[config.mk]
export PLATFORM = sky130hd
export DESIGN_NAME = emsq_sequencer
export DESIGN_NICKNAME = d
export VERILOG_FILES = /design/src/rtl/emsq_pkg.sv /design/src/rtl/emsq_sequencer.sv
export SDC_FILE = /design/constraint.sdc
export NUM_CORES = 2
export LEC_CHECK = 0
export ABC_AREA = 1
export BUFFER_PORTS_ARGS = -buffer_cell sky130_fd_sc_hd__buf_2
export CORE_MARGIN = 4
export CORE_UTILIZATION = 30
export CTS_CLUSTER_DIAMETER = 80
export CTS_CLUSTER_SIZE = 12
export DETAILED_ROUTE_END_ITERATION = 12
export SYNTH_ARGS = -nofsm -noshare
export SYNTH_HDL_FRONTEND = slang
export SYNTH_SLANG_ARGS = --single-unit
[constraint.sdc]
create_clock -name REF_CLK -period 8.33 [get_ports REF_CLK]
set_clock_uncertainty 0.15 [all_clocks]
set_input_delay 1.666 -clock REF_CLK [delete_from_list [all_inputs] [get_ports REF_CLK]]
set_output_delay 1.666 -clock REF_CLK [all_outputs]
set_load 0.02 [all_outputs]
[src/rtl/emsq_pkg.sv]
`default_nettype none
package emsq_pkg;
   // Register byte addresses on the APB slave
   localparam logic [7:0] ADDR_CTRL   = 8'h00;
   localparam logic [7:0] ADDR_LINE   = 8'h04;
   localparam logic [7:0] ADDR_FRAME  = 8'h08;
   localparam logic [7:0] ADDR_COARSE = 8'h0c;
   localparam logic [7:0] ADDR_FINE   = 8'h10;
   localparam logic [7:0] ADDR_OFFSET = 8'h14;
   localparam logic [7:0] ADDR_STATUS = 8'h18;

   // Control word fields
   localparam int CTRL_EN_BIT   = 0;
   localparam int CTRL_MODE_LSB = 1;
   localparam int CTRL_POL_BIT  = 3;

   // Status word fields
   localparam int STAT_STATE_LSB = 0;
   localparam int STAT_MODE_LSB  = 4;
   localparam int STAT_RD_BIT    = 6;
   localparam int STAT_PEND_BIT  = 7;
   localparam int STAT_CNT_LSB   = 16;

   typedef enum logic [1:0] {
      EMSQ_FREE,
      EMSQ_TRIG,
      EMSQ_SLAVE,
      EMSQ_BAD
   } emsq_mode_t;

   typedef struct packed {
      logic        en;
      emsq_mode_t  mode;
      logic        pol;
      logic [15:0] line_time;
      logic [15:0] frame_length;
      logic [15:0] coarse;
      logic [15:0] fine;
      logic [15:0] offset;
   } emsq_cfg_t;

   // Reset values
   localparam logic [15:0] RST_LINE_TIME = 16'h0100;
   localparam logic [15:0] RST_FRAME_LEN = 16'h1000;
   localparam logic [15:0] RST_COARSE    = 16'h0100;
   localparam logic [15:0] RST_FINE      = 16'h0000;
   localparam logic [15:0] RST_OFFSET    = 16'h0000;

   // Sequencer timing
   localparam logic [31:0] START_EXPOSURE_OVERHEAD_CYC      = 32'h0000_0040;
   localparam logic [31:0] END_EXPOSURE_OVERHEAD_CYC      = 32'h0000_0080;
   localparam logic [15:0] OFS_OVH_LINES = 16'h0002;
   localparam logic [15:0] READ_ROWS     = 16'h0c10;
endpackage : emsq_pkg
`default_nettype wire

[src/rtl/emsq_sequencer.sv]
// How it works
// - Free mode exposes and reads frames repeatedly from register settings.
// - Frame is non-exposing time plus exposure, counted in whole lines.
// - Exposure opens with start overhead, closes with end overhead sampling.
// - Row readout pauses while either overhead sequence runs.
// - Line period is in clock cycles; software keeps it above conversion.
// - Frame time equals frame span times line period.
// - Exposure cycles are coarse count times line period plus fine.
// - Delay before start overhead is (coarse delay + overhead) lines.
// - Triggered master: each active trigger edge starts an exposure; the code keeps one edge while busy and drops later ones.
// - Triggered master: expose coarse plus fine, end overhead, readout.
// - Triggered master: inactive trigger edge has no effect.
// - One image per trigger; trigger during readout pipelines exposure.
// - Trigger to start overhead latency is constant, set by delay.
// - Trigger pin passes a two-stage synchroniser before use.
// - Polarity bit selects active level; zero means rising edge start.
// - Triggered master ignores frame span.
// - Slave mode ignores frame span and exposure counts.
// - Slave: pin asserted starts exposure, deassertion samples and reads.
// - Slave: fixed latencies; assertion delay follows coarse delay.
//
// Design decisions made here: the APB slave port and the address map.
`default_nettype none
module emsq_sequencer (
   input  wire logic        REF_CLK,
   input  wire logic        RST,
   input  wire logic        PSEL,
   input  wire logic        PENABLE,
   input  wire logic        PWRITE,
   input  wire logic [7:0]  PADDR,
   input  wire logic [31:0] PWDATA,
   output var  logic [31:0] PRDATA,
   output var  logic        PREADY,
   output var  logic        PSLVERR,
   input  wire logic        TRIG_EXPOSE,
   output var  logic        EXPOSING,
   output var  logic        START_OVERHEAD,
   output var  logic        END_OVERHEAD,
   output var  logic        READOUT_ACTIVE,
   output var  logic        ROW_STROBE,
   output var  logic        FRAME_DONE
);
   typedef enum logic [2:0] {
      S_IDLE,
      S_DELAY,
      S_START_EXPOSURE_OVERHEAD,
      S_EXPOSE,
      S_END_EXPOSURE_OVERHEAD
   } emsq_state_t;

   emsq_pkg::emsq_cfg_t  cfg;
   emsq_pkg::emsq_mode_t mode_q;
   emsq_state_t          state;
   emsq_state_t          next_state;

   logic        sync1;
   logic        sync2;
   logic        sync3;
   logic [31:0] cnt;
   logic [31:0] frame_cnt;
   logic        pend;
   logic        rd_busy;
   logic [15:0] rd_row;
   logic [15:0] rd_cyc;
   logic [15:0] img_cnt;

   // APB decode
   wire acc      = PSEL & PENABLE & ~PREADY;
   wire wr_en    = PSEL & PENABLE & PREADY & PWRITE;
   wire hit_ctrl = PADDR == emsq_pkg::ADDR_CTRL;
   wire hit_line = PADDR == emsq_pkg::ADDR_LINE;
   wire hit_frm  = PADDR == emsq_pkg::ADDR_FRAME;
   wire hit_crs  = PADDR == emsq_pkg::ADDR_COARSE;
   wire hit_fine = PADDR == emsq_pkg::ADDR_FINE;
   wire hit_ofs  = PADDR == emsq_pkg::ADDR_OFFSET;
   wire hit_stat = PADDR == emsq_pkg::ADDR_STATUS;
   wire mapped   = hit_ctrl | hit_line | hit_frm | hit_crs | hit_fine
                   | hit_ofs | hit_stat;
   wire [1:0] wr_mode = PWDATA[emsq_pkg::CTRL_MODE_LSB +: 2];
   wire mode_ok  = wr_mode != 2'(emsq_pkg::EMSQ_BAD);

   wire [31:0] ctrl_word = {28'h0, cfg.pol, cfg.mode, cfg.en};
   wire [31:0] stat_word = {img_cnt, 8'h0, pend, rd_busy, mode_q,
                            1'b0, state};
   wire [31:0] rd_mux =
      hit_ctrl ? ctrl_word :
      hit_line ? {16'h0, cfg.line_time} :
      hit_frm  ? {16'h0, cfg.frame_length} :
      hit_crs  ? {16'h0, cfg.coarse} :
      hit_fine ? {16'h0, cfg.fine} :
      hit_ofs  ? {16'h0, cfg.offset} :
      hit_stat ? stat_word : 32'h0;

   // One wait state on every access
   always_ff @(posedge REF_CLK) begin
      if (RST) begin
         PREADY  <= 1'b0;
         PRDATA  <= 32'h0;
         PSLVERR <= 1'b0;
      end else begin
         PREADY  <= acc;
         PRDATA  <= (acc & ~PWRITE) ? rd_mux : 32'h0;
         PSLVERR <= acc & ~mapped;
      end
   end

   // Reserved mode code is refused, the old mode stays
   always_ff @(posedge REF_CLK) begin
      if (RST) begin
         cfg.en           <= 1'b0;
         cfg.mode         <= emsq_pkg::EMSQ_FREE;
         cfg.pol          <= 1'b0;
         cfg.line_time    <= emsq_pkg::RST_LINE_TIME;
         cfg.frame_length <= emsq_pkg::RST_FRAME_LEN;
         cfg.coarse       <= emsq_pkg::RST_COARSE;
         cfg.fine         <= emsq_pkg::RST_FINE;
         cfg.offset       <= emsq_pkg::RST_OFFSET;
      end else if (wr_en) begin
         if (hit_ctrl) begin
            cfg.en  <= PWDATA[emsq_pkg::CTRL_EN_BIT];
            cfg.pol <= PWDATA[emsq_pkg::CTRL_POL_BIT];
            if (mode_ok) begin
               cfg.mode <= emsq_pkg::emsq_mode_t'(wr_mode);
            end
         end
         if (hit_line) begin
            cfg.line_time <= PWDATA[15:0];
         end
         if (hit_frm) begin
            cfg.frame_length <= PWDATA[15:0];
         end
         if (hit_crs) begin
            cfg.coarse <= PWDATA[15:0];
         end
         if (hit_fine) begin
            cfg.fine <= PWDATA[15:0];
         end
         if (hit_ofs) begin
            cfg.offset <= PWDATA[15:0];
         end
      end
   end

   // Trigger synchroniser; sync1 feeds only sync2
   always_ff @(posedge REF_CLK) begin
      if (RST) begin
         sync1 <= 1'b0;
         sync2 <= 1'b0;
         sync3 <= 1'b0;
      end else begin
         sync1 <= TRIG_EXPOSE;
         sync2 <= sync1;
         sync3 <= sync2;
      end
   end

   wire trig_lvl  = sync2 ^ cfg.pol;
   wire trig_prev = sync3 ^ cfg.pol;
   wire trig_edge = trig_lvl & ~trig_prev;

   // Timing targets
   wire [31:0] line32    = {16'h0, cfg.line_time};
   // Operands widened first, a bare 16x16 product would wrap at 16 bits
   wire [31:0] frame_tgt = 32'(cfg.frame_length)
                           * 32'(cfg.line_time);
   wire [32:0] exp_sum   = 33'(32'(cfg.coarse) * 32'(cfg.line_time))
                           + 33'(cfg.fine);
   wire [31:0] exp_tgt   = exp_sum[31:0];
   wire [16:0] ofs_lines = 17'(cfg.offset) + 17'(emsq_pkg::OFS_OVH_LINES);
   wire [31:0] dly_tgt   = 32'(ofs_lines) * 32'(cfg.line_time);
   wire [31:0] cnt_inc   = cnt + 32'h1;

   wire frame_tick = cnt_hit(frame_cnt, frame_tgt);
   wire dly_done   = cnt_hit(cnt, dly_tgt);
   wire start_exposure_overhead_done  = cnt_inc >= emsq_pkg::START_EXPOSURE_OVERHEAD_CYC;
   wire end_exposure_overhead_done  = cnt_inc >= emsq_pkg::END_EXPOSURE_OVERHEAD_CYC;
   wire exp_done   = (mode_q == emsq_pkg::EMSQ_SLAVE) ? ~trig_lvl
                     : cnt_hit(cnt, exp_tgt);

   function automatic logic cnt_hit(input logic [31:0] c,
                                    input logic [31:0] t);
      cnt_hit = (c + 32'h1) >= t;
   endfunction : cnt_hit

   // Start conditions per mode
   wire idle      = state == S_IDLE;
   wire boundary  = idle & ~rd_busy;
   wire start_fr  = cfg.en & (mode_q == emsq_pkg::EMSQ_FREE)
                    & frame_tick;
   wire start_tr  = cfg.en & (mode_q == emsq_pkg::EMSQ_TRIG)
                    & (trig_edge | pend);
   wire start_sl  = cfg.en & (mode_q == emsq_pkg::EMSQ_SLAVE)
                    & trig_lvl & ~trig_prev;
   wire start_exp = idle & (start_fr | start_tr | start_sl);
   wire rd_start  = (state == S_END_EXPOSURE_OVERHEAD) & end_exposure_overhead_done;
   wire overhead  = (state == S_START_EXPOSURE_OVERHEAD) | (state == S_END_EXPOSURE_OVERHEAD);

   // Free-running frame timer; ignored in trigger modes
   always_ff @(posedge REF_CLK) begin
      if (RST || mode_q != emsq_pkg::EMSQ_FREE || !cfg.en) begin
         frame_cnt <= 32'h0;
      end else if (frame_tick) begin
         frame_cnt <= 32'h0;
      end else begin
         frame_cnt <= frame_cnt + 32'h1;
      end
   end

   // Mode is only taken over when nothing is in flight
   always_ff @(posedge REF_CLK) begin
      if (RST) begin
         mode_q <= emsq_pkg::EMSQ_FREE;
      end else if (boundary) begin
         mode_q <= cfg.mode;
      end
   end

   // One trigger kept while busy; further edges before it is served give no image
   always_ff @(posedge REF_CLK) begin
      if (RST || mode_q != emsq_pkg::EMSQ_TRIG) begin
         pend <= 1'b0;
      end else if (trig_edge && !idle) begin
         pend <= 1'b1;
      end else if (idle) begin
         pend <= 1'b0;
      end
   end

   always_comb begin
      next_state = state;
      case (state)
         S_IDLE: begin
            if (start_exp) begin
               next_state = S_DELAY;
            end
         end
         S_DELAY: begin
            if (dly_done) begin
               next_state = S_START_EXPOSURE_OVERHEAD;
            end
         end
         S_START_EXPOSURE_OVERHEAD: begin
            if (start_exposure_overhead_done) begin
               next_state = S_EXPOSE;
            end
         end
         S_EXPOSE: begin
            if (exp_done) begin
               next_state = S_END_EXPOSURE_OVERHEAD;
            end
         end
         S_END_EXPOSURE_OVERHEAD: begin
            if (end_exposure_overhead_done) begin
               next_state = S_IDLE;
            end
         end
         default: begin
            next_state = S_IDLE;
         end
      endcase
   end

   always_ff @(posedge REF_CLK) begin
      if (RST) begin
         state <= S_IDLE;
         cnt   <= 32'h0;
      end else begin
         state <= next_state;
         cnt   <= (next_state != state) ? 32'h0 : cnt_inc;
      end
   end

   // Row readout, held during overhead sequences
   wire row_end  = (rd_cyc + 16'h1) >= cfg.line_time;
   wire last_row = (rd_row + 16'h1) >= emsq_pkg::READ_ROWS;

   always_ff @(posedge REF_CLK) begin
      if (RST) begin
         rd_busy <= 1'b0;
         rd_row  <= 16'h0;
         rd_cyc  <= 16'h0;
      end else if (rd_start) begin
         rd_busy <= 1'b1;
         rd_row  <= 16'h0;
         rd_cyc  <= 16'h0;
      end else if (rd_busy && !overhead) begin
         rd_cyc <= row_end ? 16'h0 : rd_cyc + 16'h1;
         if (row_end) begin
            rd_row  <= rd_row + 16'h1;
            rd_busy <= ~last_row;
         end
      end
   end

   always_ff @(posedge REF_CLK) begin
      if (RST) begin
         EXPOSING       <= 1'b0;
         START_OVERHEAD <= 1'b0;
         END_OVERHEAD   <= 1'b0;
         READOUT_ACTIVE <= 1'b0;
         ROW_STROBE     <= 1'b0;
         FRAME_DONE     <= 1'b0;
         img_cnt        <= 16'h0;
      end else begin
         EXPOSING       <= state == S_EXPOSE;
         START_OVERHEAD <= state == S_START_EXPOSURE_OVERHEAD;
         END_OVERHEAD   <= state == S_END_EXPOSURE_OVERHEAD;
         READOUT_ACTIVE <= rd_busy & ~overhead;
         ROW_STROBE     <= rd_busy & ~overhead & row_end;
         FRAME_DONE     <= rd_busy & ~overhead & row_end & last_row;
         if (rd_busy && !overhead && row_end && last_row) begin
            img_cnt <= img_cnt + 16'h1;
         end
      end
   end
endmodule : emsq_sequencer
`default_nettype wire

Word-level counts from Yosys, hierarchy flattened
Index checks and enable logic that the tools add are counted.
Storage, ports and cells
  register bits after elaboration: 246
  input bits: 46
  output and inout port bits: 40
  logic and storage cells: 157
Operators by class
  add/sub/neg operators: 7
  $mul: 3
  $lt $le $gt $ge: 7
  eq/ne operators: 15
  mux-type cells: 20
  bitwise logic cells: 42
  reduce and logical (&&, ||, !) cells: 32
Operator list (count)
  32-bit greater-or-equal comparator: 3
  16-bit 2-to-1 mux: 6
  32-bit by 1-bit adder with 32-bit output (second input constant): 2
  16-bit by 16-bit multiplier with 32-bit output: 2
  16-bit by 1-bit adder with 16-bit output (second input constant): 3
  32-bit by 16-bit adder with 32-bit output: 1
  32-bit by 7-bit greater-or-equal comparator with 1-bit output (second input constant): 1
  32-bit by 8-bit greater-or-equal comparator with 1-bit output (second input constant): 1
  17-bit by 16-bit multiplier with 32-bit output: 1
  8-bit by 5-bit equality test with 1-bit output (second input constant): 3
  1-bit bitwise AND: 20
  16-bit by 2-bit adder with 17-bit output (second input constant): 1
  8-bit by 4-bit equality test with 1-bit output (second input constant): 2
  16-bit by 12-bit greater-or-equal comparator with 1-bit output (second input constant): 1
  16-bit greater-or-equal comparator: 1
  2-bit AND reduction: 8
  3-bit 2-to-1 mux: 5
  3-bit one-hot mux with 5 select lines: 1
  1-bit inverter: 10
  1-bit OR: 10
  9-bit OR reduction: 1
  8-bit by 3-bit equality test with 1-bit output (second input constant): 1
  8-bit logical NOT: 1
  8-bit 2-to-1 mux: 1
  other kinds (20): 40

Logic depth before layout (Yosys ltp)
  word-level depth: 12
  mapped depth: 49
  depth with buffers taken out: 47

Worst setup path before layout
Ideal clock, no wire load.
  path kind: reg2reg
  start point: register cfg[1] in the netlist's numbering
  end point: register cnt[8]
  setup time: 0.124 ns
  data arrival time: 7.849 ns
  required time: 8.056 ns
  slack: 0.207 ns
  cell stages (with the launch flop): 48
  buffers on the path: 2
  clock period less this slack: 8.123 ns
  cells stage by stage: dfxtp_1 > inv_2 > nor3_1 > nand2_1 > nor2_1 > inv_1 > nor2_2 > inv_1 > nor2_1 > nand2_1 > nor2_2 > nand2_1 > o21ai_0 > nand2_1 > inv_1 > buf_2 > nand2_1 > fa_1 > [12 not listed] > o21bai_1 > a21oi_1 > o21ai_0 > xnor2_1 > ha_1 > nand2_1 > inv_1 > o21ai_0 > nand2_1 > a21oi_1 > o21a_1 > nand4_1 > a21boi_2 > nand3_1 > nand2_1 > nand2_2 > buf_6 > nor2_2
On the way
  word-level cells in the longest chain between the ends: 7
Ends and longest elaborated chain
  start, declared: RTL line emsq_sequencer.sv:51  | emsq_pkg::emsq_cfg_t cfg;
  16-bit by 2-bit adder with 17-bit output: RTL line emsq_sequencer.sv:169  | wire [16:0] ofs_lines = 17'(cfg.offset) + 17'(emsq_pkg::OFS_OVH_LINES);
  17-bit by 16-bit multiplier with 32-bit output: RTL line emsq_sequencer.sv:170  | wire [31:0] dly_tgt = 32'(ofs_lines) * 32'(cfg.line_time);
  32-bit greater-or-equal comparator: RTL line emsq_sequencer.sv:182  | cnt_hit = (c + 32'h1) >= t;
  3-bit 2-to-1 mux: RTL line emsq_sequencer.sv:238  | if (dly_done) begin
  3-bit one-hot mux with 5 select lines: RTL line emsq_sequencer.sv:231  | case (state)
  3-bit inequality test: RTL line emsq_sequencer.sv:269  | cnt <= (next_state != state) ? 32'h0 : cnt_inc;
  2-bit OR reduction (no source line)
  end signal, assigned: RTL line emsq_sequencer.sv:269
  end, declared: RTL line emsq_sequencer.sv:59  | logic [31:0] cnt;
Every way passes these cells.
A chain may end at the register's enable or synchronous reset.

Worst setup path in the final report
  start point: register cfg[2] in the netlist's numbering
  end point: register state[0]
On the way
  word-level cells in the longest chain between the ends: 5
Ends and longest elaborated chain
  16-bit by 2-bit adder with 17-bit output: RTL line emsq_sequencer.sv:169
  17-bit by 16-bit multiplier with 32-bit output: RTL line emsq_sequencer.sv:170
  32-bit greater-or-equal comparator: RTL line emsq_sequencer.sv:182
  3-bit 2-to-1 mux: RTL line emsq_sequencer.sv:238
  3-bit one-hot mux with 5 select lines: RTL line emsq_sequencer.sv:231
  end signal, assigned: RTL line emsq_sequencer.sv:268  | state <= next_state;
  end, declared: RTL line emsq_sequencer.sv:53  | emsq_state_t state;
Every way passes these cells.

==> impl_metrics.toml <==
[status]
status = "finished with violations"
failed_checks = "negative setup slack"

[setup_path]
crit_top_cell = "buf_4"
end_kind = "flip-flop"
crit_start = "cfg[2]"
worst_ep_required_time_ps = 8700
r2r-start = "cfg[2]"
crit_family = "adder cells"
crit_buf_inv = 19
cp-start-kind = "flip-flop"
slowest_stage = "fa_1"
cp_max_fo = 4
rrSetupSlack_ps = -80
arrival_ps = 8780
crit_type = "flip-flop to flip-flop"
rr_endpoint = "state[0]"
slowest_delay_ps = 540
cp.depth = 51
reg2reg_depth = 51
crit_end = "state[0]"

[global_routing]
grt_max_degree = 93
grt_pass1_vias = 34752
antenna_found_initial = 8
grt_pass1_wl_um = 191000
grt_use_total_pct = 16.9
gr-total-overflow = 0

[place]
dp_hpwl_um = 98700
dp.cells = 7380
port_buffers = 69
routabilityCongestion = 0.936
dpl_worst_slack_ps = -420

[drt]
drt_pass1_iterations = 8
drt_wl_total_um = 119000
wl_per_cell_um = 15.9
drc = 0
ant_nets = 0
viasPerCell = 4.66
via_count = 34749
first_iter_violations = 2324

[flow_run]
maxCapViolations = 0

[cells_and_area]
fin_util_pct = 35.0
fin_cells = 7454
syn_to_final_growth_pct = 15.6
nets = 6762
regArea_mm2 = 0.00495
fillers = 14054
multi_input_area_mm2 = 0.0303
drive_gt1_share_pct = 11.7

[die]
core_mm2 = 0.134
die_w_um = 375
std_cell_rows = 134
start_util_pct = 30.2
io_pins = 86
die-area_mm2 = 0.141
die_h_um = 375

[sta]
timing_max_transition_violations_final = 0
holdWs_ps = 289
tns_ps = -766
clock.fmax_mhz = 119
rsz0062_at_grt = "true"
fin_crit_ps = 8410
finalHoldViolCount = 0
slew_headroom_pct = 14.3
tightestPinTransition_ps = 1280
setup_violations = 32
fin_crit_sh_pct = 101
fin_ws_ps = -83.6

[logic_synthesis]
syn-cell-area_mm2 = 0.0404
synth-seq-cells = 246
synthDistinctLibCells = 51
async_flop_share_pct = 0
synth_fp_nets = 6525
synth_top_area_share_pct = 30.3
syn_area_per_cell_um2 = 7.43
netlist_top_cells_area = "fa_1, ha_1, inv_1"
synth_edf_count = 0
ys.flop_type = "dfxtp_1"
syn_inst = 5437
synth_warnings = 0
yosys.area.top_type = "fa_1"
ys_seq_area_share_pct = 12.2

[clock_network]
clk_pin_slew_ps = 70
clock_path_buffers = 3
cts_buffers = 28
cts.sinks = 246
htreeDepth = 1
clock_latency_ps = 590
root_buffer = "clkbuf_16"
cts_tree = "done"
holdBufCountCts = 0

[min_path]
hold_path.class = "flip-flop to flip-flop"

[power]
ir_worst_vdd_mv = 0.143
pwr_density_cell_mw_per_mm2 = 53.9
power.leakage_nw = 24.4
what timing repair did:
action                                  in CTS  in global routing
setup buffers                               18                 12
gates resized for setup                    127                111
pin swaps                                   59                 75
gates cloned                                 2                  1
endpoints found under the setup margin      34                 47
metrics by stage:
step	cell area (um2)	total power [mW]
2_1_floorplan	40400	1.25
3_3_place_gp	44700	1.28
3_5_place_dp	44700	1.28
4_1_cts	46200	2.55
5_1_grt	46700	2.59
6_report	46700	2.52
cell type report:
type	count	share of cell area (%)
antenna	3	0.0161
clock buffer	31	1.59
clock inverter	8	0.244
inverter	1356	10.9
multi-input combinational	3630	64.9
sequential	246	10.6
tap	1768	4.73
timing repair buffer	412	6.95
flip-flops by register name, summed over array words and instances, names as in the netlist, 2 cells and up:
| signal | count |
|---|---|
| state | 3 |
| rd_row | 16 |
| img_cnt | 16 |
| rd_cyc | 16 |
| frame_cnt | 32 |
| cnt | 32 |
| PRDATA | 32 |
| cfg | 84 |
| mode_q | 2 |
where the power goes:
part / switching [mW] / internal (mW)
registers: 0.00244 / 1.18
clock network: 0.558 / 0.696
logic: 0.0595 / 0.0269
total: 0.620 / 1.90
worst min-delay path, stage by stage, from the launching register on:
cell,delay [ps]
dfxtp_1,320
inv_1,50
nor2_1,30
worst min-delay path by stage:
stage / startpoint / endpoint / depth (start not counted)
detailed placement: sync2 / sync3 / 2
finish: sync2 / sync3 / 2
global route: sync2 / sync3 / 2
CTS: sync2 / sync3 / 2
floorplan: sync1 / sync2 / 2
global placement: sync2 / sync3 / 2
routing by layer:
metal	GRT usage (%)	routed length (um)	vias to the layer above
li1	-	-	16678
met1	22.9	52100	16954
met2	27.5	53400	918
met3	3.42	8980	187
met4	4.93	4010	12
met5	0	76	-
cell usage after synthesis, types with 8 or more instances:
library cell,count
nand4_1,34
a211oi_1,17
ha_1,431
xor2_1,91
nor4_1,19
nand2_1,1192
o21bai_1,15
clkinv_1,15
o21a_1,10
o21ai_0,175
a31oi_1,12
o211ai_1,8
nor2_2,20
buf_1,18
inv_1,1340
a21oi_1,259
fa_1,611
dfxtp_1,246
nor3_1,53
clkbuf_1,179
xnor2_1,68
nor2_1,445
nand3_1,85
o22ai_1,15
or2_2,8
cell usage in the layout, fill, tap and decap left out, types with 8 or more instances in the layout:
cell type and count:
buf_2 69, nor2_2 24, a21oi_2 14, nand2_2 28, a21oi_1 244, fa_1 604, inv_2 24, nand3_1 81
a211oi_1 16, a31oi_1 12, nor3_1 51, dfxtp_1 228, o21a_1 10, nor4_1 14, buf_12 17, o211ai_1 8
nand2_1 1161, inv_1 1315, ha_4 13, buf_6 13, nor2_1 416, xnor2_1 66, xor2_1 89, o21ai_0 164
o21bai_1 13, clkinv_1 9, clkbuf_16 30, nand4_1 34, o22ai_1 15, ha_1 417, dfxtp_2 15, buf_4 309
nor2_4 31
cells by family (layout without fill, tap and decap cells):
logic type / count (synthesis) / after routing / synth area share [%]
AO/OA/AOI/OAI: 550 / 550 / 7.52
XOR/XNOR: 159 / 159 / 3.45
adder cells (fa/ha/maj): 1042 / 1042 / 43.6
buffers and inverters: 1561 / 1807 / 14.6
flip-flops: 246 / 246 / 12.2
other: 0 / 3 / 0
AND/OR/NAND/NOR: 1879 / 1879 / 18.7
No activity file was read; power rests on OpenSTA's default activity.
